## config.mk

```make
export PLATFORM = sky130hd
export DESIGN_NAME = amp_power_mode_control
export DESIGN_NICKNAME = d
export VERILOG_FILES = /design/src/pkg/amp_pwr_pkg.sv /design/src/rtl/clock_watch.sv /design/src/rtl/amp_power_mode_control.sv
export SDC_FILE = /design/constraint.sdc
export NUM_CORES = 1
export LEC_CHECK = 0
export BUFFER_PORTS_ARGS = -buffer_cell sky130_fd_sc_hd__buf_2
export CAP_MARGIN = 20
export CORE_UTILIZATION = 60
export DETAILED_ROUTE_END_ITERATION = 10
export GPL_ROUTABILITY_DRIVEN = 0
export MAX_ROUTING_LAYER = met4
export PLACE_DENSITY = 0.83
export SYNTH_ARGS = -nofsm -noshare
export SYNTH_HDL_FRONTEND = slang
export SYNTH_HIERARCHICAL = 1
export SYNTH_SLANG_ARGS = --single-unit
```

## constraint.sdc

```tcl
create_clock -name i_core_clk -period 4.5 [get_ports i_core_clk]
set_input_delay 0.45 -clock i_core_clk [delete_from_list [all_inputs] [get_ports i_core_clk]]
set_output_delay 0.45 -clock i_core_clk [all_outputs]
set_load 0.01 [all_outputs]
```

## src/pkg/amp_pwr_pkg.sv

```systemverilog
// constants, enumerations and timing counts for the amplifier power and mode control
// What this block does
// - format strap low selects one-bit pulse-density, high selects multibit PCM
// - PCM serial port framing is I2S, left-justified or TDM
// - control by I2C, pattern control, TDM control or standalone operation
// - soft power-down under I2C or TDM control powers down all but the control interface
// - standby command under pattern control leaves only the pulse-density and control interfaces on
// - absent bit clock powers down all circuitry but the control interface
// - returning bit clock restarts the normal power-up sequence automatically
// - optional auto power-down after 2048 zero PCM samples keeps control and input
// - separate bits switch off current, voltage and battery sense paths
// - separate bits power down amplifier and boost converter independently
// - boost off with amplifier on runs amplifier from the battery
// - battery direct bit runs amplifier from battery with boost kept on
// - amplifier may be off while boost stays enabled
// - low battery or I/O supply holds all internal circuitry in reset
// - supply drop while running stops the amplifier and issues internal reset
package amp_pwr_pkg;

  localparam int CORE_CLK_PERIOD_NS = 4;
  localparam int CLK_LOSS_NS        = 2000;
  localparam int CLK_LOSS_CYCLES    = (CLK_LOSS_NS + CORE_CLK_PERIOD_NS - 1) / CORE_CLK_PERIOD_NS;
  localparam int POWERUP_STEP_NS    = 1000;
  localparam int POWERUP_STEP_CYCLES =
    (POWERUP_STEP_NS + CORE_CLK_PERIOD_NS - 1) / CORE_CLK_PERIOD_NS;
  localparam int ZERO_RUN_SAMPLES   = 2048;

  localparam logic FORMAT_PIN_PDM = 1'h0;

  typedef enum logic [2:0] {
    ST_RESET     = 3'h0,
    ST_OFF       = 3'h1,
    ST_BOOST_UP  = 3'h2,
    ST_AMP_UP    = 3'h3,
    ST_RUN       = 3'h4,
    ST_STANDBY   = 3'h5,
    ST_AUTO_LOW  = 3'h6
  } pwr_state_e;

  typedef enum logic [1:0] {
    CTRL_I2C        = 2'h0,
    CTRL_PATTERN    = 2'h1,
    CTRL_TDM        = 2'h2,
    CTRL_STANDALONE = 2'h3
  } ctrl_mode_e;

  typedef enum logic [1:0] {
    FRAME_I2S  = 2'h0,
    FRAME_LJ   = 2'h1,
    FRAME_TDM  = 2'h2,
    FRAME_RSVD = 2'h3
  } framing_e;

endpackage

```

## src/rtl/clock_watch.sv

```systemverilog
// bit clock synchroniser, edge finder and loss timeout
`timescale 1ns/100ps
module clock_watch #(
  parameter int TIMEOUT_CYCLES = amp_pwr_pkg::CLK_LOSS_CYCLES
) (
  input  wire logic i_core_clk,
  input  wire logic i_rst_n,
  input  wire logic i_link_clk,
  output logic      o_present,
  output logic      o_edge
);
  localparam int CW = $clog2(TIMEOUT_CYCLES + 1);

  if (TIMEOUT_CYCLES < 2) begin : g_chk
    $error("clock_watch timeout must be at least two cycles");
  end

  typedef struct packed {
    logic          meta;
    logic          sync;
    logic          prev;
    logic [CW-1:0] count;
    logic          present;
  } watch_s;

  watch_s r_reg;
  watch_s r_next;
  logic   edge_seen;

  assign edge_seen = r_reg.sync ^ r_reg.prev;

  always_comb begin
    r_next      = r_reg;
    r_next.meta = i_link_clk;
    r_next.sync = r_reg.meta;
    r_next.prev = r_reg.sync;
    if (edge_seen) begin
      r_next.count   = '0;
      r_next.present = 1'b1;
    end else if (r_reg.count == CW'(TIMEOUT_CYCLES)) begin
      r_next.present = 1'b0;
    end else begin
      r_next.count = r_reg.count + CW'(1);
    end
  end

  always_ff @(posedge i_core_clk) begin
    if (!i_rst_n) begin
      r_reg <= '0;
    end else begin
      r_reg <= r_next;
    end
  end

  assign o_present = r_reg.present;
  assign o_edge    = edge_seen;
endmodule

```

## src/rtl/amp_power_mode_control.sv

```systemverilog
// power, mode and reset supervision for the boosted audio amplifier
`timescale 1ns/100ps
module amp_power_mode_control #(
  parameter int CLK_LOSS_CYCLES  = amp_pwr_pkg::CLK_LOSS_CYCLES,
  parameter int STEP_CYCLES      = amp_pwr_pkg::POWERUP_STEP_CYCLES,
  parameter int ZERO_RUN_SAMPLES = amp_pwr_pkg::ZERO_RUN_SAMPLES
) (
  input  wire logic       i_core_clk,
  input  wire logic       i_rst_n,
  input  wire logic       i_input_bit_clock_pin,
  input  wire logic       i_format_sel_pin,
  input  wire logic       i_batt_supply_ok,
  input  wire logic       i_io_supply_ok,
  input  wire logic [1:0] i_ctrl_mode,
  input  wire logic [1:0] i_serial_framing,
  input  wire logic       i_soft_power_down,
  input  wire logic       i_standby_cmd,
  input  wire logic       i_auto_pd_en,
  input  wire logic       i_sample_strobe,
  input  wire logic       i_sample_zero,
  input  wire logic       i_current_sense_off,
  input  wire logic       i_voltage_sense_off,
  input  wire logic       i_battery_sense_off,
  input  wire logic       i_amplifier_off,
  input  wire logic       i_booster_off,
  input  wire logic       i_battery_direct,
  output logic            o_pdm_format,
  output logic [1:0]      o_serial_framing,
  output logic [1:0]      o_ctrl_mode,
  output logic            o_internal_reset_n,
  output logic            o_bit_clock_present,
  output logic            o_boost_en,
  output logic            o_amp_en,
  output logic            o_amp_from_battery,
  output logic            o_current_sense_en,
  output logic            o_voltage_sense_en,
  output logic            o_battery_sense_en,
  output logic            o_audio_input_en,
  output logic            o_pdm_if_en,
  output logic            o_ctrl_if_en,
  output logic [2:0]      o_state
);
  localparam int SW = $clog2(STEP_CYCLES + 1);
  localparam int ZW = $clog2(ZERO_RUN_SAMPLES + 1);

  if (STEP_CYCLES < 1 || ZERO_RUN_SAMPLES < 2) begin : g_chk
    $error("amp_power_mode_control parameters out of range");
  end

  typedef struct packed {
    amp_pwr_pkg::pwr_state_e state;
    logic [2:0]              meta;
    logic [2:0]              sync;
    logic                    strap_done;
    logic                    pdm_format;
    logic [1:0]              framing;
    logic [1:0]              ctrl_mode;
    logic [SW-1:0]           step_cnt;
    logic [ZW-1:0]           zero_cnt;
    logic                    int_reset_n;
    logic                    boost_en;
    logic                    amp_en;
    logic                    amp_batt;
    logic                    cur_sense_en;
    logic                    volt_sense_en;
    logic                    batt_sense_en;
    logic                    audio_en;
    logic                    pdm_if_en;
    logic                    ctrl_if_en;
  } ctl_s;

  ctl_s r_reg;
  ctl_s r_next;
  logic clk_present;
  logic supply_ok;
  logic soft_pd;
  logic standby;

  clock_watch #(
    .TIMEOUT_CYCLES (CLK_LOSS_CYCLES)
  ) u_clock_watch (
    .i_core_clk (i_core_clk),
    .i_rst_n    (i_rst_n),
    .i_link_clk (i_input_bit_clock_pin),
    .o_present  (clk_present),
    .o_edge     ()
  );

  // sync bits: 0 battery ok, 1 io ok, 2 format strap
  assign supply_ok = r_reg.sync[0] & r_reg.sync[1];
  assign soft_pd   = i_soft_power_down &
                     (i_ctrl_mode == amp_pwr_pkg::CTRL_I2C ||
                      i_ctrl_mode == amp_pwr_pkg::CTRL_TDM);
  assign standby   = i_standby_cmd & (i_ctrl_mode == amp_pwr_pkg::CTRL_PATTERN);

  always_comb begin
    r_next      = r_reg;
    r_next.meta = {i_format_sel_pin, i_io_supply_ok, i_batt_supply_ok};
    r_next.sync = r_reg.meta;
    r_next.ctrl_mode = i_ctrl_mode;
    if (r_reg.pdm_format) begin
      r_next.framing = amp_pwr_pkg::FRAME_I2S;
    end else if (i_serial_framing == amp_pwr_pkg::FRAME_RSVD) begin
      r_next.framing = amp_pwr_pkg::FRAME_I2S;
    end else begin
      r_next.framing = i_serial_framing;
    end

    if (!supply_ok) begin
      r_next.state      = amp_pwr_pkg::ST_RESET;
      r_next.strap_done = 1'b0;
      r_next.step_cnt   = '0;
      r_next.zero_cnt   = '0;
    end else begin
      if (!r_reg.strap_done) begin
        r_next.strap_done = 1'b1;
        r_next.pdm_format = (r_reg.sync[2] == amp_pwr_pkg::FORMAT_PIN_PDM);
      end
      case (r_reg.state)
        amp_pwr_pkg::ST_RESET: begin
          if (r_reg.strap_done) begin
            r_next.state = amp_pwr_pkg::ST_OFF;
          end
        end
        amp_pwr_pkg::ST_OFF: begin
          if (clk_present && !soft_pd) begin
            r_next.state    = amp_pwr_pkg::ST_BOOST_UP;
            r_next.step_cnt = '0;
          end
        end
        amp_pwr_pkg::ST_BOOST_UP, amp_pwr_pkg::ST_AMP_UP: begin
          if (r_reg.step_cnt == SW'(STEP_CYCLES - 1)) begin
            r_next.step_cnt = '0;
            r_next.state    = (r_reg.state == amp_pwr_pkg::ST_BOOST_UP) ?
                              amp_pwr_pkg::ST_AMP_UP : amp_pwr_pkg::ST_RUN;
            r_next.zero_cnt = '0;
          end else begin
            r_next.step_cnt = r_reg.step_cnt + SW'(1);
          end
        end
        amp_pwr_pkg::ST_RUN: begin
          if (standby) begin
            r_next.state = amp_pwr_pkg::ST_STANDBY;
          end else if (i_sample_strobe) begin
            if (!i_sample_zero) begin
              r_next.zero_cnt = '0;
            end else if (r_reg.zero_cnt == ZW'(ZERO_RUN_SAMPLES - 1)) begin
              r_next.zero_cnt = '0;
              if (i_auto_pd_en && !r_reg.pdm_format) begin
                r_next.state = amp_pwr_pkg::ST_AUTO_LOW;
              end
            end else begin
              r_next.zero_cnt = r_reg.zero_cnt + ZW'(1);
            end
          end
        end
        amp_pwr_pkg::ST_STANDBY: begin
          if (!standby) begin
            r_next.state    = amp_pwr_pkg::ST_BOOST_UP;
            r_next.step_cnt = '0;
          end
        end
        amp_pwr_pkg::ST_AUTO_LOW: begin
          if (!i_auto_pd_en || (i_sample_strobe && !i_sample_zero)) begin
            r_next.state    = amp_pwr_pkg::ST_BOOST_UP;
            r_next.step_cnt = '0;
          end
        end
        default: begin
          r_next.state = amp_pwr_pkg::ST_RESET;
        end
      endcase
      if (r_reg.state != amp_pwr_pkg::ST_RESET &&
          r_reg.state != amp_pwr_pkg::ST_OFF && (!clk_present || soft_pd)) begin
        r_next.state = amp_pwr_pkg::ST_OFF;
      end
    end

    // block enables follow the next state
    r_next.int_reset_n = supply_ok && r_next.state != amp_pwr_pkg::ST_RESET;
    r_next.ctrl_if_en  = r_next.int_reset_n;
    r_next.boost_en    = 1'b0;
    r_next.amp_en      = 1'b0;
    r_next.audio_en    = 1'b0;
    r_next.pdm_if_en   = 1'b0;
    case (r_next.state)
      amp_pwr_pkg::ST_BOOST_UP: begin
        r_next.boost_en = !i_booster_off;
        r_next.audio_en = 1'b1;
        r_next.pdm_if_en = r_reg.pdm_format;
      end
      amp_pwr_pkg::ST_AMP_UP, amp_pwr_pkg::ST_RUN: begin
        r_next.boost_en  = !i_booster_off;
        r_next.amp_en    = (r_next.state == amp_pwr_pkg::ST_RUN) && !i_amplifier_off;
        r_next.audio_en  = 1'b1;
        r_next.pdm_if_en = r_reg.pdm_format;
      end
      amp_pwr_pkg::ST_STANDBY: begin
        r_next.pdm_if_en = 1'b1;
      end
      amp_pwr_pkg::ST_AUTO_LOW: begin
        r_next.audio_en  = 1'b1;
        r_next.pdm_if_en = r_reg.pdm_format;
      end
      default: begin
        r_next.boost_en = 1'b0;
      end
    endcase
    r_next.amp_batt = r_next.amp_en & (i_booster_off | i_battery_direct);
    r_next.cur_sense_en  = r_next.amp_en & !i_current_sense_off;
    r_next.volt_sense_en = r_next.amp_en & !i_voltage_sense_off;
    r_next.batt_sense_en = r_next.amp_en & !i_battery_sense_off;
  end

  always_ff @(posedge i_core_clk) begin
    if (!i_rst_n) begin
      r_reg <= '0;
    end else begin
      r_reg <= r_next;
    end
  end

  assign o_pdm_format        = r_reg.pdm_format;
  assign o_serial_framing    = r_reg.framing;
  assign o_ctrl_mode         = r_reg.ctrl_mode;
  assign o_internal_reset_n  = r_reg.int_reset_n;
  assign o_bit_clock_present = clk_present;
  assign o_boost_en          = r_reg.boost_en;
  assign o_amp_en            = r_reg.amp_en;
  assign o_amp_from_battery  = r_reg.amp_batt;
  assign o_current_sense_en  = r_reg.cur_sense_en;
  assign o_voltage_sense_en  = r_reg.volt_sense_en;
  assign o_battery_sense_en  = r_reg.batt_sense_en;
  assign o_audio_input_en    = r_reg.audio_en;
  assign o_pdm_if_en         = r_reg.pdm_if_en;
  assign o_ctrl_if_en        = r_reg.ctrl_if_en;
  assign o_state             = r_reg.state;
endmodule

```

* Yosys cells after proc, flatten, opt, wreduce, memory -nomap -nowiden
Index checks and enable logic that the tools add are counted.
Widths: inputs -> output; s select.
** Cells by class
- $add $sub $neg :: 3
- Eq/ne operators :: 24
- Muxes and demuxes :: 30
- Bitwise logic cells :: 12
- Reduce and logical (&&, ||, !) cells :: 38
** Operator list (number)
- $mux 12 :: 5
- $mux 3 :: 13
- $mux 8 :: 4
- $pmux 8 s4 :: 1
- $pmux 12 s2 :: 1
- $eq 3x3->1 const B :: 6
- $pmux 3 s6 :: 1
- $add 12x1->12 const B :: 1
- $eq 12x11->1 const B :: 1
- $eq 3x2->1 const B :: 4
- $ne 2x2->1 const B :: 6
- $logic_not 1->1 :: 10
- $add 9x1->9 const B :: 1
- $eq 9x9->1 const B :: 1
- $add 8x1->8 const B :: 1
- $eq 8x8->1 const B :: 1
- $reduce_and 4->1 :: 2
- $and 1x1->1 :: 7
- $logic_and 1x1->1 :: 7
- $reduce_and 2->1 :: 3
- $reduce_bool 3->1 :: 2
- $reduce_or 2->1 :: 3
- $reduce_or 3->1 :: 2
- $eq 2x2->1 const B :: 2
- 14 further kinds :: 22
** Storage, ports and cells
- Register bits after elaboration :: 57
- Input port bits :: 21
- Output and inout bits :: 19
- Logic and storage cells :: 130

* Depth between registers and ports, before layout
- Depth in word-level cells :: 14
- Depth in mapped cells :: 8
- Gate-level depth less buffers :: 7

* Modules after synthesis
Netlist, hierarchy kept.
** By module, submodules not included
- amp_power_mode_control :: times used 1, cells an instance 233, area an instance 2145.8 um^2, sequential area each 880.8 um^2
- clock_watch :: times used 1, cells an instance 62, area an instance 548.0 um^2, sequential area each 260.2 um^2

* Worst setup path after synthesis
Ideal clock, no wire load.
- Kind :: register to register
- Start point :: reg r_reg[22] (netlist bit)
- End point :: reg r_reg[11] (netlist bit)
- Library setup time :: 0.070 ns
- Arrival :: 1.732 ns
- Required time :: 4.430 ns
- Setup slack :: 2.699 ns
- Cell stages (with the launch flop) :: 7
- Buffers on the path :: 0
- Clock period less this slack :: 1.801 ns
- Cell sequence :: dfxtp_1 > ha_1 > nand3b_1 > nor3_4 > nor2_4 > or4b_1 > a21oi_1
** On the way
- Cells in the longest elaborated chain, start to end :: 3
** Ends and longest elaborated chain
- start: declaration :: RTL line amp_power_mode_control.sv:72 : ctl_s r_reg;
- start signal: assignment :: RTL line amp_power_mode_control.sv:219 : r_reg <= r_next;
- $eq 8x8->1 :: RTL line amp_power_mode_control.sv:132 : if (r_reg.step_cnt == SW'(STEP_CYCLES - 1)) begin
- $ne 2x2->1 (no line)
- $reduce_and 4->1 (no line)
Every way passes these cells.
A chain may end at the register's enable or synchronous reset.

* Worst setup path in the final report
- Start point :: reg r_reg (netlist bit o_state[1])
- End point :: reg r_reg[23] (netlist bit)
** On the way
- Cells in the longest elaborated chain, start to end :: 4
- Elaborated cells between the ends (all ways) :: 12
- Classes of those cells :: eq/ne (8); mux (1); reduce/logical (3)
** Ends and longest elaborated chain
- $eq 3x2->1 :: RTL line amp_power_mode_control.sv:119 : case (r_reg.state)
- $reduce_or 2->1 :: RTL line amp_power_mode_control.sv:119
- $reduce_bool 4->1 (no line)
- $reduce_and 4->1 (no line)
Several ways; a longest one is shown, not always the timed one.

==> impl_results.md <==
- Startpoint types: flip-flop
- Non-filler cells, final: 384
- Pwr dens: 360 mW/mm2
- Drt drc: 0
- Fin. Hold Viols: 0
- Overflow after GRT: 0
- Worst VDD drop: 0.280 mV
- Via count: 2279
- Final instance area: ~0.003 mm2
- CP delay by family, top: compound AO/OA/AOI/OAI gates
- Mean Syn Cell Area: just over 9 um2
- Cell count after placement: roughly 370
- Reg clk slew, reported paths: around 0.06 ns
- Largest net degree at the start of global routing: 23
- # fillers: 335
- Buffers on Ports: 39
- Max H-tree Level: 3
- Syn_nets: 320
- RSZ-0062 raised after global routing: no
- Detail-routed via count per cell: just under 6
- Setup TNS: 0 ns
- Worst Skew: 0.00541 ns
- Worst-path fanout max: 16
- Die height: 69.0 um
- Fmax: 428 MHz
- ANT nets after route: 0
- GRT Resource Usage Total: 0.260
- Postcts setup bufs: 0
- Die Wd: 69.0 um
- Critical Path End Type: flip-flop
- CTS tree: built
- CTS resizes: 0
- CP required: around 4.8 ns
- Yosys warning total: 6
- Setup-failing EPs final: 0
- Vias in the first global route: 1998
- Cell-by-cell trace of the critical path: nor2b_2 -> and3_1 -> a211oi_2 -> o21ai_1 -> a211oi_1
- Nets@finish: 356
- Rel. slew slack: 0.440
- Largest stage delay, worst path: 0.71 ns
- Initial DRC count: between 100 and 150
- Bufs and invs on worst path: 0
- Worst skew pair latency: 0.34 ns
- Core Footprint: 0.00414 mm2
- CTS max path bufs: 2
- Starting density of the core: 0.649
- Fin crit share: 0.520
- Worst endpoint data arrival time: 2.59 ns
- Wire per inst: ~14 um
- Syn-to-layout area delta: 14.7%
- P_leak: approximately 1.2 nW
- Slew Limit Fails: 0
- Global-route wire length before repair: 8530 um
- Hold WS: 0.270 ns
- Kind of critical path: flip-flop to flip-flop
- Placement Cell Area: 0.00286 mm2
- N_diodes: 0
- CTS Buf Count: 9
- Slew @ Worst Pin: 0.839 ns
- Worst Hold Class: primary input to flip-flop
- Number of flip-flops under the largest register name: 24
- WL final: 5280 um
- DRT Pass-1 Iters: 4
- Root Driver: clkbuf_8
- Layout cells sized above 1: 0.207
- Slowest CP cell: a211oi_2
- Final min period: 2.34 ns
- Die footprint: 0.00476 mm2
- # hold bufs at CTS: 0
- Antenna violations before repair: 0
- Max cap viols: 0
- Synth Cell Area: 0.00269 mm2
- Row cnt: 23
- IO Count: 40
- CTS Sinks: 57
- Status: complete, no violations
- Placed wire-length estimate: 3750 um
- Mapped Cells: between 200 and 300
report_power, final:
| group | internal [mW] | switching [mW] | total (mW) | leakage [nW] |
|---|---|---|---|---|
| Clock | 0.362 | 0.195 | 0.557 | 0.115 |
| Sequential | 0.513 | 0.00597 | 0.519 | 0.462 |
| Combinational | 0.0166 | 0.0173 | 0.0339 | 0.637 |
layer usage:
layer / vias up / GRT usage / wire length (um)
met1: 1053 / 0.304 / 2420
met5: - / - / 0
met4: 0 / 0.105 / 61
met3: 6 / 0.120 / 340
li1: 1152 / - / -
met2: 68 / 0.386 / 2460
stage by stage:
| step | worst slack, ns | total power [mW] | utilization |
|---|---|---|---|
| 2_1_floorplan | 2.70 | 0.549 | - |
| 3_3_place_gp | 2.03 | 0.563 | 0.689 |
| 3_5_place_dp | 1.95 | 0.564 | 0.689 |
| 4_1_cts | 2.18 | 1.12 | 0.745 |
| 5_1_grt | 1.94 | 1.15 | 0.745 |
| 6_report | 2.16 | 1.11 | 0.745 |
final cells by class:
cell class,instances,area (um2),area share
multi-input combinational,215,1430,0.462
clock inverter,6,108,0.0349
timing repair buffer,39,195,0.0632
tap,50,62.6,0.0203
sequential,57,1140,0.370
clock buffer,9,124,0.0401
inverter,8,30.0,0.00973
path summary, 6_finish.rpt:
| check | startpoint | to | slack, ns | depth (start not counted) |
|---|---|---|---|---|
| setup reg to reg | o_state[1] | r_reg[23] | 2.16 | 5 |
| hold reg to reg | r_next[38] | r_reg[38] | 0.43 | 1 |
| hold / removal | i_battery_sense_off | o_battery_sense_en | 0.27 | 2 |
| setup / recovery | o_state[1] | r_reg[23] | 2.16 | 5 |
cell usage in the layout, fill, tap and decap left out, types with 3 or more instances in the layout:
cell and n:
o2111ai_1 7, nand3_1 9, bufinv_16 3, and2_1 15
o211ai_1 3, o21ai_0 13, dfxtp_1 57, inv_1 8
and3_1 3, nand2_1 16, nand3b_1 4, nor4_1 5
nand4_1 3, nand4b_1 3, o31ai_1 8, clkbuf_8 9
nand2b_1 9, ha_1 5, buf_2 39, nor2_1 22
a31oi_1 3, or4_1 5, a21oi_1 20, or3_1 8
nor3_1 5, xor2_1 11
Power figures use the tool's default switching activity.
